`src/core/phase_event_cfg.svh`:
```
`ifndef PHASE_EVENT_CFG_SVH
`define PHASE_EVENT_CFG_SVH

// Register byte addresses
`define ADDR_PHASE_EVENT_SOURCE 16'hE600
`define ADDR_INT_ENABLE_MASK2 16'hE610
`define ADDR_EVENT_STATUS 16'hE614
`define ADDR_EVENT_CLEAR 16'hE618
`define ADDR_MISMATCH_THRESHOLD 16'hE61C
`define ADDR_DIP_THRESHOLD 16'hE620
`define ADDR_DIP_HALF_CYCLE_COUNT 16'hE624

// Event bit positions, shared by mask, status and clear
`define BIT_PHASE_ORDER_ERR 19
`define BIT_NEUTRAL_MISMATCH 20
`define BIT_CURRENT_PEAK 23
`define BIT_VOLTAGE_PEAK 24
`define BIT_CHECKSUM 25
`define EVENT_USED_MASK 32'h0398_0000

// Phase source field positions (A at the low bit)
`define POS_OVERCURRENT_SRC 3
`define POS_OVERVOLTAGE_SRC 9
`define POS_DIP_STATE 12

// Reset values
`define RST_MASK 32'h0000_0000
`define RST_MISMATCH_THRESHOLD 24'h00_0000
`define RST_DIP_THRESHOLD 24'h00_0000
`define RST_DIP_HALF_CYCLE_COUNT 8'h00

`endif

```
`src/core/phase_event_pkg.sv`:
```
package phase_event_pkg;

  // Phase order watcher, one-hot
  typedef enum logic [1:0] {
    ORDER_IDLE = 2'b01,
    ORDER_AFTER_A = 2'b10
  } order_state_e;

  typedef logic [23:0] sample_t;

endpackage

```
`src/core/phase_event_mask_status.sv`:
```
`timescale 1ns/1ps
`default_nettype none
`include "phase_event_cfg.svh"

module phase_event_mask_status
  import phase_event_pkg::*;
(
  // Clock and reset
  input wire logic core_clk_i,
  input wire logic nrst_i,
  // APB slave
  input wire logic psel_i,
  input wire logic penable_i,
  input wire logic pwrite_i,
  input wire logic [15:0] paddr_i,
  input wire logic [31:0] pwdata_i,
  output logic [31:0] prdata_o,
  output logic pready_o,
  output logic pslverr_o,
  // Phase order detection
  input wire logic [2:0] voltage_rise_i,
  // Neutral mismatch detection
  input wire logic sum_sample_valid_i,
  input wire sample_t phase_current_sum_i,
  input wire sample_t neutral_current_sample_i,
  // Peak periods
  input wire logic current_peak_end_i,
  input wire logic voltage_peak_end_i,
  // Checksum
  input wire logic run_start_i,
  input wire logic checksum_valid_i,
  input wire logic [31:0] checksum_i,
  // Overcurrent and overvoltage detectors, one bit per phase
  input wire logic [2:0] overcurrent_phase_i,
  input wire logic [2:0] overvoltage_phase_i,
  // Dip detection, per phase
  input wire logic [2:0] half_cycle_i,
  input wire sample_t voltage_amplitude_a_i,
  input wire sample_t voltage_amplitude_b_i,
  input wire sample_t voltage_amplitude_c_i,
  // Flags to the main status register
  output logic overcurrent_flag_o,
  output logic overvoltage_flag_o,
  output logic sag_flag_o,
  // Interrupt
  output logic irq_o
);

  // Reset release through two flip-flops
  logic rst_meta_reg, rst_n_reg;
  always_ff @(posedge core_clk_i or negedge nrst_i) begin
    if (!nrst_i) begin
      rst_meta_reg <= 1'b0;
      rst_n_reg <= 1'b0;
    end else begin
      rst_meta_reg <= 1'b1;
      rst_n_reg <= rst_meta_reg;
    end
  end

  // Register state
  logic [31:0] mask_reg, mask_next;
  logic [31:0] status_reg, status_next;
  sample_t mismatch_threshold_reg, mismatch_threshold_next;
  sample_t dip_threshold_reg, dip_threshold_next;
  logic [7:0] dip_count_reg, dip_count_next;
  logic [2:0] oc_src_reg, oc_src_next;
  logic [2:0] ov_src_reg, ov_src_next;
  logic [31:0] prdata_reg, prdata_next;
  logic pready_reg, pready_next;
  logic pslverr_reg, pslverr_next;
  logic irq_reg, irq_next;
  logic oc_flag_reg, oc_flag_next;
  logic ov_flag_reg, ov_flag_next;
  logic sag_flag_reg, sag_flag_next;

  // Event detection state
  order_state_e order_reg, order_next;
  logic order_err;
  logic [31:0] checksum_ref_reg, checksum_ref_next;
  logic checksum_armed_reg, checksum_armed_next;
  logic mismatch_hit;
  logic [24:0] diff;
  logic [24:0] diff_abs;
  logic [31:0] event_set;
  logic [31:0] clear_bits;
  logic [2:0] dip_state;
  logic [2:0] dip_change;
  logic [15:0] phase_source;
  logic setup, access, wr_take;
  logic mapped;

  // Per-phase dip trackers
  sample_t amplitude [3];
  assign amplitude[0] = voltage_amplitude_a_i;
  assign amplitude[1] = voltage_amplitude_b_i;
  assign amplitude[2] = voltage_amplitude_c_i;

  genvar ph;
  generate
    for (ph = 0; ph < 3; ph++) begin : g_dip
      phase_dip_tracker u_dip (
        .core_clk_i(core_clk_i),
        .rst_n_i(rst_n_reg),
        .half_cycle_i(half_cycle_i[ph]),
        .amplitude_i(amplitude[ph]),
        .dip_threshold_i(dip_threshold_reg),
        .dip_half_cycle_count_i(dip_count_reg),
        .dip_state_o(dip_state[ph]),
        .dip_change_o(dip_change[ph])
      );
    end
  endgenerate

  // Phase order watcher: after an A rise, the next B or C rise decides
  always_comb begin
    order_next = order_reg;
    order_err = 1'b0;
    unique case (order_reg)
      ORDER_IDLE: begin
        if (voltage_rise_i[0]) begin
          order_next = ORDER_AFTER_A;
        end
      end
      ORDER_AFTER_A: begin
        if (voltage_rise_i[2] && !voltage_rise_i[1]) begin
          order_err = 1'b1;
          order_next = voltage_rise_i[0] ? ORDER_AFTER_A : ORDER_IDLE;
        end else if (voltage_rise_i[1]) begin
          order_next = voltage_rise_i[0] ? ORDER_AFTER_A : ORDER_IDLE;
        end
      end
      default: begin
        order_next = ORDER_IDLE;
      end
    endcase
  end

  // Signed difference widened by one bit so it cannot wrap
  assign diff = {phase_current_sum_i[23], phase_current_sum_i} - {neutral_current_sample_i[23], neutral_current_sample_i};
  assign diff_abs = diff[24] ? (25'h000_0000 - diff) : diff;
  assign mismatch_hit = sum_sample_valid_i && (diff_abs > {1'b0, mismatch_threshold_reg});

  // Reference checksum captured in each cycle that the run control is one
  always_comb begin
    checksum_ref_next = checksum_ref_reg;
    checksum_armed_next = checksum_armed_reg;
    if (run_start_i) begin
      checksum_ref_next = checksum_i;
      checksum_armed_next = 1'b1;
    end
  end

  // Event set vector in the mask layout
  always_comb begin
    event_set = 32'h0000_0000;
    event_set[`BIT_PHASE_ORDER_ERR] = order_err;
    event_set[`BIT_NEUTRAL_MISMATCH] = mismatch_hit;
    event_set[`BIT_CURRENT_PEAK] = current_peak_end_i;
    event_set[`BIT_VOLTAGE_PEAK] = voltage_peak_end_i;
    event_set[`BIT_CHECKSUM] = checksum_valid_i && checksum_armed_reg && !run_start_i
                               && (checksum_i != checksum_ref_reg);
  end

  // Phase source register; unused positions are hard zero
  always_comb begin
    phase_source = 16'h0000;
    phase_source[`POS_OVERCURRENT_SRC +: 3] = oc_src_reg;
    phase_source[`POS_OVERVOLTAGE_SRC +: 3] = ov_src_reg;
    phase_source[`POS_DIP_STATE +: 3] = dip_state;
  end

  // APB decode
  assign setup = psel_i && !penable_i;
  assign access = psel_i && penable_i && pready_reg;
  assign wr_take = access && pwrite_i && !pslverr_reg;
  assign clear_bits = (wr_take && paddr_i == `ADDR_EVENT_CLEAR) ? pwdata_i : 32'h0000_0000;

  always_comb begin
    unique case (paddr_i)
      `ADDR_PHASE_EVENT_SOURCE, `ADDR_INT_ENABLE_MASK2, `ADDR_EVENT_STATUS, `ADDR_EVENT_CLEAR,
      `ADDR_MISMATCH_THRESHOLD, `ADDR_DIP_THRESHOLD, `ADDR_DIP_HALF_CYCLE_COUNT: mapped = 1'b1;
      default: mapped = 1'b0;
    endcase
  end

  // Bus answer: ready in the first access cycle, data prepared in setup
  always_comb begin
    pready_next = setup;
    pslverr_next = setup && !mapped;
    prdata_next = prdata_reg;
    if (setup && !pwrite_i) begin
      unique case (paddr_i)
        `ADDR_PHASE_EVENT_SOURCE: prdata_next = {16'h0000, phase_source};
        `ADDR_INT_ENABLE_MASK2: prdata_next = mask_reg;
        `ADDR_EVENT_STATUS: prdata_next = status_reg;
        `ADDR_MISMATCH_THRESHOLD: prdata_next = {8'h00, mismatch_threshold_reg};
        `ADDR_DIP_THRESHOLD: prdata_next = {8'h00, dip_threshold_reg};
        `ADDR_DIP_HALF_CYCLE_COUNT: prdata_next = {24'h00_0000, dip_count_reg};
        default: prdata_next = 32'h0000_0000; // Clear register reads as zero
      endcase
    end
  end

  // Software-written registers; the mask keeps every bit as written
  always_comb begin
    mask_next = mask_reg;
    mismatch_threshold_next = mismatch_threshold_reg;
    dip_threshold_next = dip_threshold_reg;
    dip_count_next = dip_count_reg;
    if (wr_take) begin
      unique case (paddr_i)
        `ADDR_INT_ENABLE_MASK2: mask_next = pwdata_i;
        `ADDR_MISMATCH_THRESHOLD: mismatch_threshold_next = pwdata_i[23:0];
        `ADDR_DIP_THRESHOLD: dip_threshold_next = pwdata_i[23:0];
        `ADDR_DIP_HALF_CYCLE_COUNT: dip_count_next = pwdata_i[7:0];
        default: mask_next = mask_reg;
      endcase
    end
  end

  // Sticky status: a new event wins over a clear in the same cycle
  always_comb begin
    status_next = ((status_reg & ~clear_bits) | event_set) & `EVENT_USED_MASK;
  end

  // Phase sources are replaced by the phases behind each new flag
  always_comb begin
    oc_src_next = oc_src_reg;
    ov_src_next = ov_src_reg;
    oc_flag_next = |overcurrent_phase_i;
    ov_flag_next = |overvoltage_phase_i;
    sag_flag_next = |dip_change;
    if (|overcurrent_phase_i) begin
      oc_src_next = overcurrent_phase_i;
    end
    if (|overvoltage_phase_i) begin
      ov_src_next = overvoltage_phase_i;
    end
  end

  // Interrupt uses the same next-state status so it tracks status_reg exactly
  always_comb begin
    irq_next = |(status_next & mask_next & `EVENT_USED_MASK);
  end

  // All state registers
  always_ff @(posedge core_clk_i or negedge rst_n_reg) begin
    if (!rst_n_reg) begin
      mask_reg <= `RST_MASK;
      status_reg <= 32'h0000_0000;
      mismatch_threshold_reg <= `RST_MISMATCH_THRESHOLD;
      dip_threshold_reg <= `RST_DIP_THRESHOLD;
      dip_count_reg <= `RST_DIP_HALF_CYCLE_COUNT;
      oc_src_reg <= 3'h0;
      ov_src_reg <= 3'h0;
      prdata_reg <= 32'h0000_0000;
      pready_reg <= 1'b0;
      pslverr_reg <= 1'b0;
      irq_reg <= 1'b0;
      oc_flag_reg <= 1'b0;
      ov_flag_reg <= 1'b0;
      sag_flag_reg <= 1'b0;
      order_reg <= ORDER_IDLE;
      checksum_ref_reg <= 32'h0000_0000;
      checksum_armed_reg <= 1'b0;
    end else begin
      mask_reg <= mask_next;
      status_reg <= status_next;
      mismatch_threshold_reg <= mismatch_threshold_next;
      dip_threshold_reg <= dip_threshold_next;
      dip_count_reg <= dip_count_next;
      oc_src_reg <= oc_src_next;
      ov_src_reg <= ov_src_next;
      prdata_reg <= prdata_next;
      pready_reg <= pready_next;
      pslverr_reg <= pslverr_next;
      irq_reg <= irq_next;
      oc_flag_reg <= oc_flag_next;
      ov_flag_reg <= ov_flag_next;
      sag_flag_reg <= sag_flag_next;
      order_reg <= order_next;
      checksum_ref_reg <= checksum_ref_next;
      checksum_armed_reg <= checksum_armed_next;
    end
  end

  // Outputs straight from flip-flops
  assign prdata_o = prdata_reg;
  assign pready_o = pready_reg;
  assign pslverr_o = pslverr_reg;
  assign irq_o = irq_reg;
  assign overcurrent_flag_o = oc_flag_reg;
  assign overvoltage_flag_o = ov_flag_reg;
  assign sag_flag_o = sag_flag_reg;

endmodule // phase_event_mask_status

`default_nettype wire

```
`src/core/phase_dip_tracker.sv`:
```
`timescale 1ns/1ps
`default_nettype none
`include "phase_event_cfg.svh"

module phase_dip_tracker
  import phase_event_pkg::*;
(
  // Clock and reset
  input wire logic core_clk_i,
  input wire logic rst_n_i,
  // Measurement
  input wire logic half_cycle_i,
  input wire sample_t amplitude_i,
  // Settings
  input wire sample_t dip_threshold_i,
  input wire logic [7:0] dip_half_cycle_count_i,
  // Result
  output logic dip_state_o,
  output logic dip_change_o
);

  logic dip_state_reg, dip_state_next;
  logic change_reg, change_next;
  logic [7:0] run_reg, run_next;
  logic below;
  logic [7:0] need;

  // A count of zero is taken as one half cycle, so the state can still move
  assign need = (dip_half_cycle_count_i == 8'h00) ? 8'h01 : dip_half_cycle_count_i;
  assign below = amplitude_i < dip_threshold_i;

  // Count consecutive half cycles that disagree with the present state
  always_comb begin
    dip_state_next = dip_state_reg;
    change_next = 1'b0;
    run_next = run_reg;
    if (half_cycle_i) begin
      if (below == dip_state_reg) begin
        run_next = 8'h00;
      end else if (run_reg + 8'h01 >= need) begin
        dip_state_next = below;
        change_next = 1'b1;
        run_next = 8'h00;
      end else begin
        run_next = run_reg + 8'h01;
      end
    end
  end

  always_ff @(posedge core_clk_i or negedge rst_n_i) begin
    if (!rst_n_i) begin
      dip_state_reg <= 1'b0;
      change_reg <= 1'b0;
      run_reg <= 8'h00;
    end else begin
      dip_state_reg <= dip_state_next;
      change_reg <= change_next;
      run_reg <= run_next;
    end
  end

  assign dip_state_o = dip_state_reg;
  assign dip_change_o = change_reg;

endmodule // phase_dip_tracker

`default_nettype wire

```
`config.mk`:
```
export PLATFORM = sky130hd
export DESIGN_NAME = phase_event_mask_status
export DESIGN_NICKNAME = d
export VERILOG_FILES = /design/src/core/phase_event_pkg.sv /design/src/core/phase_event_mask_status.sv /design/src/core/phase_dip_tracker.sv
export VERILOG_INCLUDE_DIRS = /design/src /design/src/core
export SDC_FILE = /design/constraint.sdc
export NUM_CORES = 1
export LEC_CHECK = 0
export BUFFER_PORTS_ARGS = -buffer_cell sky130_fd_sc_hd__buf_2
export CORE_MARGIN = 4
export CORE_UTILIZATION = 40
export DETAILED_ROUTE_END_ITERATION = 10
export PLACE_DENSITY_LB_ADDON = 0.1
export SYNTH_ARGS = -nofsm -noshare
export SYNTH_HDL_FRONTEND = slang
export SYNTH_SLANG_ARGS = --single-unit
```
`constraint.sdc`:
```
create_clock -name core_clk_i -period 5.54 [get_ports core_clk_i]
set_input_delay 0.554 -clock core_clk_i [delete_from_list [all_inputs] [get_ports core_clk_i]]
set_output_delay 0.554 -clock core_clk_i [all_outputs]
set_load 0.02 [all_outputs]
```
-- After elaboration in Yosys (flattened, before gate mapping)
Cells that the tools add are included.
- $add $sub $neg: 5
- $lt $le $gt $ge: 7
- eq/ne operators: 15
- muxes and demuxes: 29
- bitwise logic cells: 7
- reduce and logical (&&, ||, !) cells: 32
- operator list (cell ; count):
    case mux 32 bit (6 select lines) ; 1
    == test 16 bit, second input constant ; 7
    < comparator 24 bit ; 3
    2-to-1 mux 32 bit ; 2
    2-to-1 mux 8 bit ; 7
    AND 26 bit ; 2
    != test 32 bit ; 1
    2-to-1 mux 26 bit ; 1
    inverter 26 bit ; 1
    bitwise OR 26 bit ; 1
    greater-than comparator 25 x 24 -> 1 bit ; 1
    2-to-1 mux 25 bit ; 1
    subtractor 1 x 25 -> 25 bit, first input constant ; 1
    subtractor 24 x 24 -> 25 bit ; 1
    adder 8 x 1 -> 8 bit, second input constant ; 3
    >= comparator 8 bit ; 3
    logical AND 1 bit ; 13
    2-to-1 mux 1 bit ; 12
    AND reduction 3 bit ; 3
    OR reduction 3 bit ; 3
    zero test 8 bit ; 1
    2-to-1 mux 2 bit ; 4
    AND reduction 2 bit ; 4
    OR reduction 7 bit ; 1
    9 further kinds ; 18
- register bits after elaboration: 204
- bits of input ports: 222
- output and inout port bits: 38
- word-level logic and storage cells: 123

-- Longest topological paths before layout
Gate-level depths: netlist (run 1).
- word-level depth: 11
- gate-level depth with buffers: 23
- gate-level depth less buffers: 22

-- By module
A second synthesis (run 1) with hierarchy kept.
- cells, all modules: 1543
- area total of the unflattened synthesis: 14589.0 µm²
- modules (own cells, without submodules) (module ; times used ; cells an instance ; area an instance (µm²) ; sequential area each (µm²)):
    phase_event_mask_status ; 1 ; 1018 ; 10110.9 ; 4355.4
    phase_dip_tracker ; 3 ; 175 ; 1492.7 ; 250.2

-- Least setup slack after synthesis (run 1)
No wires, ideal clock.
- kind: in2reg
- from: in phase_current_sum_i[0]
- to: reg irq_reg, in the netlist irq_o
- setup time: 0.124 ns
- arrival: 4.410 ns
- required time: 5.416 ns
- path slack: 1.005 ns
- stages on the path: 21
- path buffers: 0
- path through: inv_1 ha_1 fa_1 nor2b_4 o31a_4 nor2_2 o31a_1 xnor2_1 or4_1 nor3_2 a31oi_1 xnor2_1 ha_1 a21oi_1 nor2b_1 o21ai_0 nor4bb_1 o211ai_1 and3_1 nor3_1 a21oi_1
- longest elaborated chain between the ends: 8
- ends and longest elaborated chain (what ; line ; text):
    start: declaration ; phase_event_mask_status.sv:24 ; input wire sample_t phase_current_sum_i,
    subtractor 24 x 24 -> 25 bit * ; phase_event_mask_status.sv:140 ; assign diff = {phase_current_sum_i[23], phase_current_sum_i} - {neutral_current_sample_i[23], neutral_current_ ...
    subtractor 1 x 25 -> 25 bit ; phase_event_mask_status.sv:141 ; assign diff_abs = diff[24] ? (25'h000_0000 - diff) : diff;
    2-to-1 mux 25 bit * ; phase_event_mask_status.sv:141 ;
    greater-than comparator 25 x 24 -> 1 bit * ; phase_event_mask_status.sv:142 ; assign mismatch_hit = sum_sample_valid_i && (diff_abs > {1'b0, mismatch_threshold_reg});
    logical AND 1 bit * ; phase_event_mask_status.sv:142 ;
    bitwise OR 26 bit * ; phase_event_mask_status.sv:224 ; status_next = ((status_reg & ~clear_bits) | event_set) & `EVENT_USED_MASK;
    AND 26 bit * ; phase_event_mask_status.sv:244 ; irq_next = |(status_next & mask_next & `EVENT_USED_MASK);
    OR reduction 5 bit * ; phase_event_mask_status.sv:244 ;
    net irq_next ; phase_event_mask_status.sv:72 ; logic irq_reg, irq_next;
    end signal: assignment ; phase_event_mask_status.sv:278 ; irq_reg <= irq_next;
    end: declaration ; phase_event_mask_status.sv:72 ;
Mark *: on every way through the listed nets, which the timed path passes. The rest lies on a longest branch.
A chain may end at the register's enable or synchronous reset.

-- Worst setup path after layout (run 1)
Same ends and word-level chain as after synthesis.

==> results.yml, run 1 <==
routing:
  first_pass_iters: 5
  wirelength_um: 38800
  post_drt_via_cell_ratio: 5.32
  drt_iter0_markers: 511
  antenna_left: 0
  vias: 11519
  wire_per_inst_um: 17.9
  drc: 0
job:
  cap_violations: 0
yosys:
  ys_top_cells_by_area: "dfrtp_1 37%, ha_1 13%, mux2_2 5.8%, nand2_1 4.3%, o21ai_0 3.8%"
  synth_top_area_share_pct: 37.1
  syn_area_um2: 13700
  synthArstFlopShare_pct: 100
  synth_seq_cells: 204
  synth_nets: 1819
  synth.largest_area_cell: "dfrtp_1"
  synth.top_cells.by_count: "203 x dfrtp_1, 157 x nand2_1, 147 x ha_1"
  synth_top_flop_cell: "dfrtp_1"
  postSynthCellCount: 1449
  yosysSeqAreaShare_pct: 37.3
  synth_warnings: 0
  synth_edf_count: 0
  synth_most_common_cell: "dfrtp_1"
  ys_types: 88
  avgSynthCellArea_um2: 9.44
setup_path:
  path_max_fanout: 6
  end_kind: "register"
  cp.required_ns: 5.94
  crit_path_start: "phase_current_sum_i[0]"
  r2r-end: "g_dip[0].u_dip.run_reg[2]"
  endpoint: "irq_o"
  path_class: "input port to register"
  arrival_ns: 4.89
  start_kind: "input port"
  reg2reg_depth: 12
  worst_r2r_startpoint: "dip_count_reg[6]"
  rrSetupSlack_ns: 2.07
clock_network:
  clockBufferDepth: 3
  cts_buffers: 24
  insertion_delay_ns: 0.51
  clk_pin_slew_worst_paths_ns: 0.06
  root_buffer: "clkbuf_16"
  post_cts_resized: 0
  numClockSinks: 204
  htreeDepth: 1
  cts_tree: "done"
final_layout:
  area_delta_synth_final_pct: 19.3
  fin_nets: 2071
  final_design_area_no_fill_um2: 16300
  fillers: 3300
  multi_input_area_um2: 7980
  ff_latch_area_um2: 5110
  drive_gt1_share_pct: 24.5
  postLayoutCoreUtil_pct: 48.5
grt:
  grt_max_degree: 77
  grt_pass1_wl_um: 61800
  grt.total_usage_pct: 20.6
  grt_antenna_before_repair: 5
  grt_pass1_vias: 11617
  grt_overflow: 0
sta:
  relSlewSlack_pct: 21.2
  clock_skew_ns: 0.00968
  drv_slew: 0
  rsz0062_at_grt: "false"
  fin_ws_ns: 1.05
  setup_viol: 0
  worst_pin_slew_ns: 1.17
  timing.fmax_ghz: 0.223
  hold_viol: 0
  period_share_pct: 81.0
  period_needed_ns: 4.49
  fin_tns_setup_ns: 0
floorplanning:
  io_pins: 260
  initial_utilization_pct: 40.7
  die_w_um: 193
  rows: 67
  die_y_um: 193
  coreArea_um2: 33600
  die_area_um2: 37200
power_and_ir_drop:
  power_density_nw_per_um2: 259
  p_leak_nw: 8.18
  internal_power_mw: 2.99
  p_sw_share_pct: 29.4
  p_sw_mw: 1.24
  pwr-share-comb_pct: 22.7
  finalPower_mw: 4.23
  power_frac_clock_pct: 37.4
  seq_power_share_pct: 39.9
  ir_drop_uv: 231
place:
  dpl.hpwl_um: 30800
  placed_area_um2: 15500
  port_buffers: 259
  pre_cts_slack_ns: 0.561
  gp_congestion: 0.824
worst_hold_path:
  hold_path.class: "input port to register"
run_status:
  status: "complete, no violations"
[worst min path at each step]
| stage | slack (ns) | cells past startpoint | endpoint | from |
|---|---|---|---|---|
| after floorplan | 0.26 | 0 | rst_meta_reg | nrst_i |
| after global placement | 0.34 | 1 | rst_meta_reg | nrst_i |
| after detailed placement | 0.34 | 1 | rst_meta_reg | nrst_i |
| after CTS | 0.21 | 2 | ov_src_reg[0] | overvoltage_phase_i[0] |
| after global routing | 0.23 | 2 | oc_src_reg[0] | overcurrent_phase_i[0] |
| final | 0.24 | 2 | ov_src_reg[0] | overvoltage_phase_i[0] |
[layer usage]
| layer | vias up | GRT usage [%] | part of all wire [%] |
|---|---|---|---|
| li1 | 5739 | - | - |
| met1 | 5434 | 29.1 | 47 |
| met2 | 304 | 33.9 | 45 |
| met3 | 36 | 3.74 | 6.2 |
| met5 | - | 0 | 0.10 |
| met4 | 6 | 3.10 | 1.4 |
[metrics by stage]
stage,hold WS [ns],instances
final,0.239,2165
after global routing,0.235,2164
after CTS,0.215,2163
after detailed placement,0.340,2122
after global placement,0.342,2122
after floorplan,0.258,1449
[layout make-up]
cell class,count,share of cell area (%)
repair buffers,273,8.76
flip-flops and latches,204,31.3
clock buffers,35,4.55
well taps,448,3.44
clock inverters,5,0.330
inverters,116,2.67
multi-input cells,1082,48.9
diodes,2,0.0307
[cell families (layout without fill, tap and decap cells)]
family,count (synthesis),in the layout,synth area share [%]
mux,75,75,6.13
other cells,1,3,0.0274
buf+inv,163,429,4.57
flops,204,204,37.3
compound gates,364,364,17.8
xor+xnor,84,84,5.52
fa+ha+maj,148,148,13.6
simple gates,410,410,15.0
[worst max-delay path: stages]
cell	delay, ns
buf_2	0.08
inv_1	0.03
ha_1	0.23
fa_1	0.45
nor2b_4	0.14
o31a_4	0.16
nor2_2	0.06
o31a_1	0.28
xnor2_1	0.23
or4_1	0.58
nor3_2	0.32
a31oi_1	0.15
xnor2_1	0.16
ha_1	0.29
a21oi_1	0.13
nor2b_1	0.06
o21ai_0	0.13
nor4bb_1	0.29
o211ai_1	0.12
and3_1	0.19
nor3_1	0.18
a21oi_1	0.09
[placed cells by master, fill, tap and decap left out, types with 7 or more instances in the layout]
cell	count
buf_2	259
dfrtp_1	202
nand2_1	157
ha_1	147
inv_1	116
o21ai_0	103
nor2_1	77
mux2_2	70
a21oi_1	63
xor2_1	51
a21o_1	40
xnor2_1	32
nand3_1	25
nor3_1	25
clkbuf_16	25
a31oi_1	24
nand4_1	23
a222oi_1	18
nor4_1	16
o32ai_1	14
o21a_1	11
nor2b_1	11
nand2b_1	11
buf_4	11
o211ai_1	10
o22ai_1	9
and3_1	8
clkbuf_8	8
or2_2	7
a211oi_1	7
a21boi_0	7
[power groups by stage]
stage,sequential [mW],clock (mW),combinational (mW)
floorplan,1.72,0,0.645
CTS,1.69,1.63,0.972
global placement,1.71,0,0.946
detailed placement,1.71,0,0.967
global route,1.70,1.69,1.10
finish,1.69,1.58,0.961
[what timing repair did]
item	4_1_cts	5_1_grt
hold buffers	1	0
buffers inserted	0	0
hold endpoints to repair	2	0
Note: power is estimated with default switching activity, not from simulation.
==> inputs of run 2 (changes only) <==
clock period = 4.3 ns   (was 5.54 ns; I/O delays follow)
==> results.yml, run 2 (synthesis gave the netlist of run 1 again) <==
routing:
  wirelength_um: 39500
  post_drt_via_cell_ratio: 5.25
  wire_per_inst_um: 17.6
  drt_iter0_markers: 605
  first_pass_iters: 5
  antenna_left: 0
  vias: 11792
  drc: 0
sta:
  timing.fmax_ghz: 0.249
  clock_skew_ns: 0.0246
  hold_viol: 0
  period_share_pct: 93.3
  relSlewSlack_pct: 36.0
  fin_tns_setup_ns: 0
  worst_pin_slew_ns: 0.952
  setup_viol: 0
  period_needed_ns: 4.01
  rsz0062_at_grt: "false"
  drv_slew: 0
final_layout:
  stdcell_count: 2248
  final_common_cell: "buf_2"
  fin_nets: 2150
  fillers: 3174
  area_delta_synth_final_pct: 24.4
  final_cell_mix: "259 x buf_2, 202 x dfrtp_1, 157 x nand2_1"
  drive_gt1_share_pct: 27.9
  postLayoutCoreUtil_pct: 50.6
grt:
  grt_max_degree: 73
  grt_pass1_wl_um: 62700
  grt_pass1_vias: 11798
  grt_overflow: 0
  grt_antenna_before_repair: 7
  grt.total_usage_pct: 20.9
setup_path:
  arrival_ns: 4.41
  path_class: "input port to register"
  start_kind: "input port"
  end_kind: "register"
  cp.required_ns: 4.70
  path_max_fanout: 5
clock_network:
  cts_tree: "done"
  clockBufferDepth: 3
  cts_buffers: 25
  numClockSinks: 204
  postCtsSetupBuffers: 0
  htreeDepth: 1
  clk_pin_slew_worst_paths_ns: 0.06
  root_buffer: "clkbuf_16"
  insertion_delay_ns: 0.53
place:
  port_buffers: 259
  dpl.hpwl_um: 31400
  gp_congestion: 0.848
  placed_cells_incl_taps: 2200
floorplanning:
  initial_utilization_pct: 40.7
  die_w_um: 193
  die_area_um2: 37200
  coreArea_um2: 33600
  rows: 67
  die_y_um: 193
  io_pins: 260
power_and_ir_drop:
  power_density_nw_per_um2: 338
  p_leak_nw: 8.59
  ir_drop_uv: 276
run_status:
  status: "complete, no violations"
worst_hold_path:
  hold_path.class: "input port to register"
job:
  cap_violations: 0
## run 2: cell types whose count changed in the layout (fill, tap and decap cells not counted), sizes merged
cell	previous run	this run
clkinv	4	3
clkbuf	35	36
bufinv	1	4
inv	116	118
buf	272	350
## run 2: power breakdown
group	switching (mW)	internal [mW]	leakage (nW)
registers	0.121	2.05	2.37
logic	0.722	0.643	5.80
clock network	0.831	1.37	0.422
total	1.67	4.07	8.59
## run 2: worst paths after layout
kind / cells past startpoint / startpoint / slack [ns] / to
setup / recovery: 20 / phase_current_sum_i[0] / 0.29 / irq_o
hold / removal: 2 / overcurrent_phase_i[0] / 0.09 / oc_src_reg[0]
setup reg to reg: 12 / dip_count_reg[6] / 0.64 / g_dip[0].u_dip.run_reg[2]
hold reg to reg: 0 / rst_meta_reg / 0.35 / rst_n_reg
max in group asynchronous: 1 / rst_n_reg / 2.90 / order_reg[0]
min in group asynchronous: 2 / nrst_i / 0.23 / rst_n_reg
## run 2: stage by stage
step           total power, mW  hold slack [ns]  instance area [um^2]  setup slack [ns]
5_1_grt                   6.08           0.0737                 17000           0.00211
3_3_place_gp              3.54            0.220                 16100            -0.197
2_1_floorplan             3.05            0.134                 13700            0.0228
6_report                  5.74           0.0927                 17000             0.289
3_5_place_dp              3.57            0.222                 16100            -0.267
4_1_cts                   5.81           0.0658                 17000             0.265
## run 2: metal layers
metal  GRT usage, %  vias to the layer above  routed length, um
met5              0                        -                 42
met4           3.46                        8                527
met3           4.16                       39               2580
met2           34.0                      272              17800
met1           29.6                     5564              18600
li1               -                     5909                  -
## run 2: critical path: stages
cell,delay [ns]
buf_2,0.09
inv_1,0.05
ha_1,0.18
fa_2,0.24
nor2b_4,0.05
o31a_4,0.30
o211a_1,0.27
or3_4,0.39
a22oi_4,0.23
nand4bb_4,0.18
nor4b_4,0.36
a31oi_1,0.15
xnor2_1,0.18
ha_1,0.28
a21oi_2,0.15
nor4bb_2,0.30
o211ai_1,0.11
and3_1,0.19
nor3_1,0.17
a21oi_1,0.10
## run 2: what timing repair did
action                                  in CTS  in global routing
gates resized for setup                      0                  6
endpoints found under the hold margin        2                  0
hold buffers                                 1                  0
endpoints found under the setup margin       0                  1
## run 2: cell type report
| type | instances | area [um^2] | share of cell area (%) |
|---|---|---|---|
| multi-input combinational | 1082 | 8020 | 47.1 |
| sequential | 204 | 5110 | 30.0 |
| clock buffer | 36 | 697 | 4.10 |
| clock inverter | 9 | 164 | 0.963 |
| timing repair buffer | 351 | 2030 | 11.9 |
| tap | 448 | 561 | 3.29 |
| antenna | 2 | 5.00 | 0.0294 |
| inverter | 116 | 435 | 2.56 |
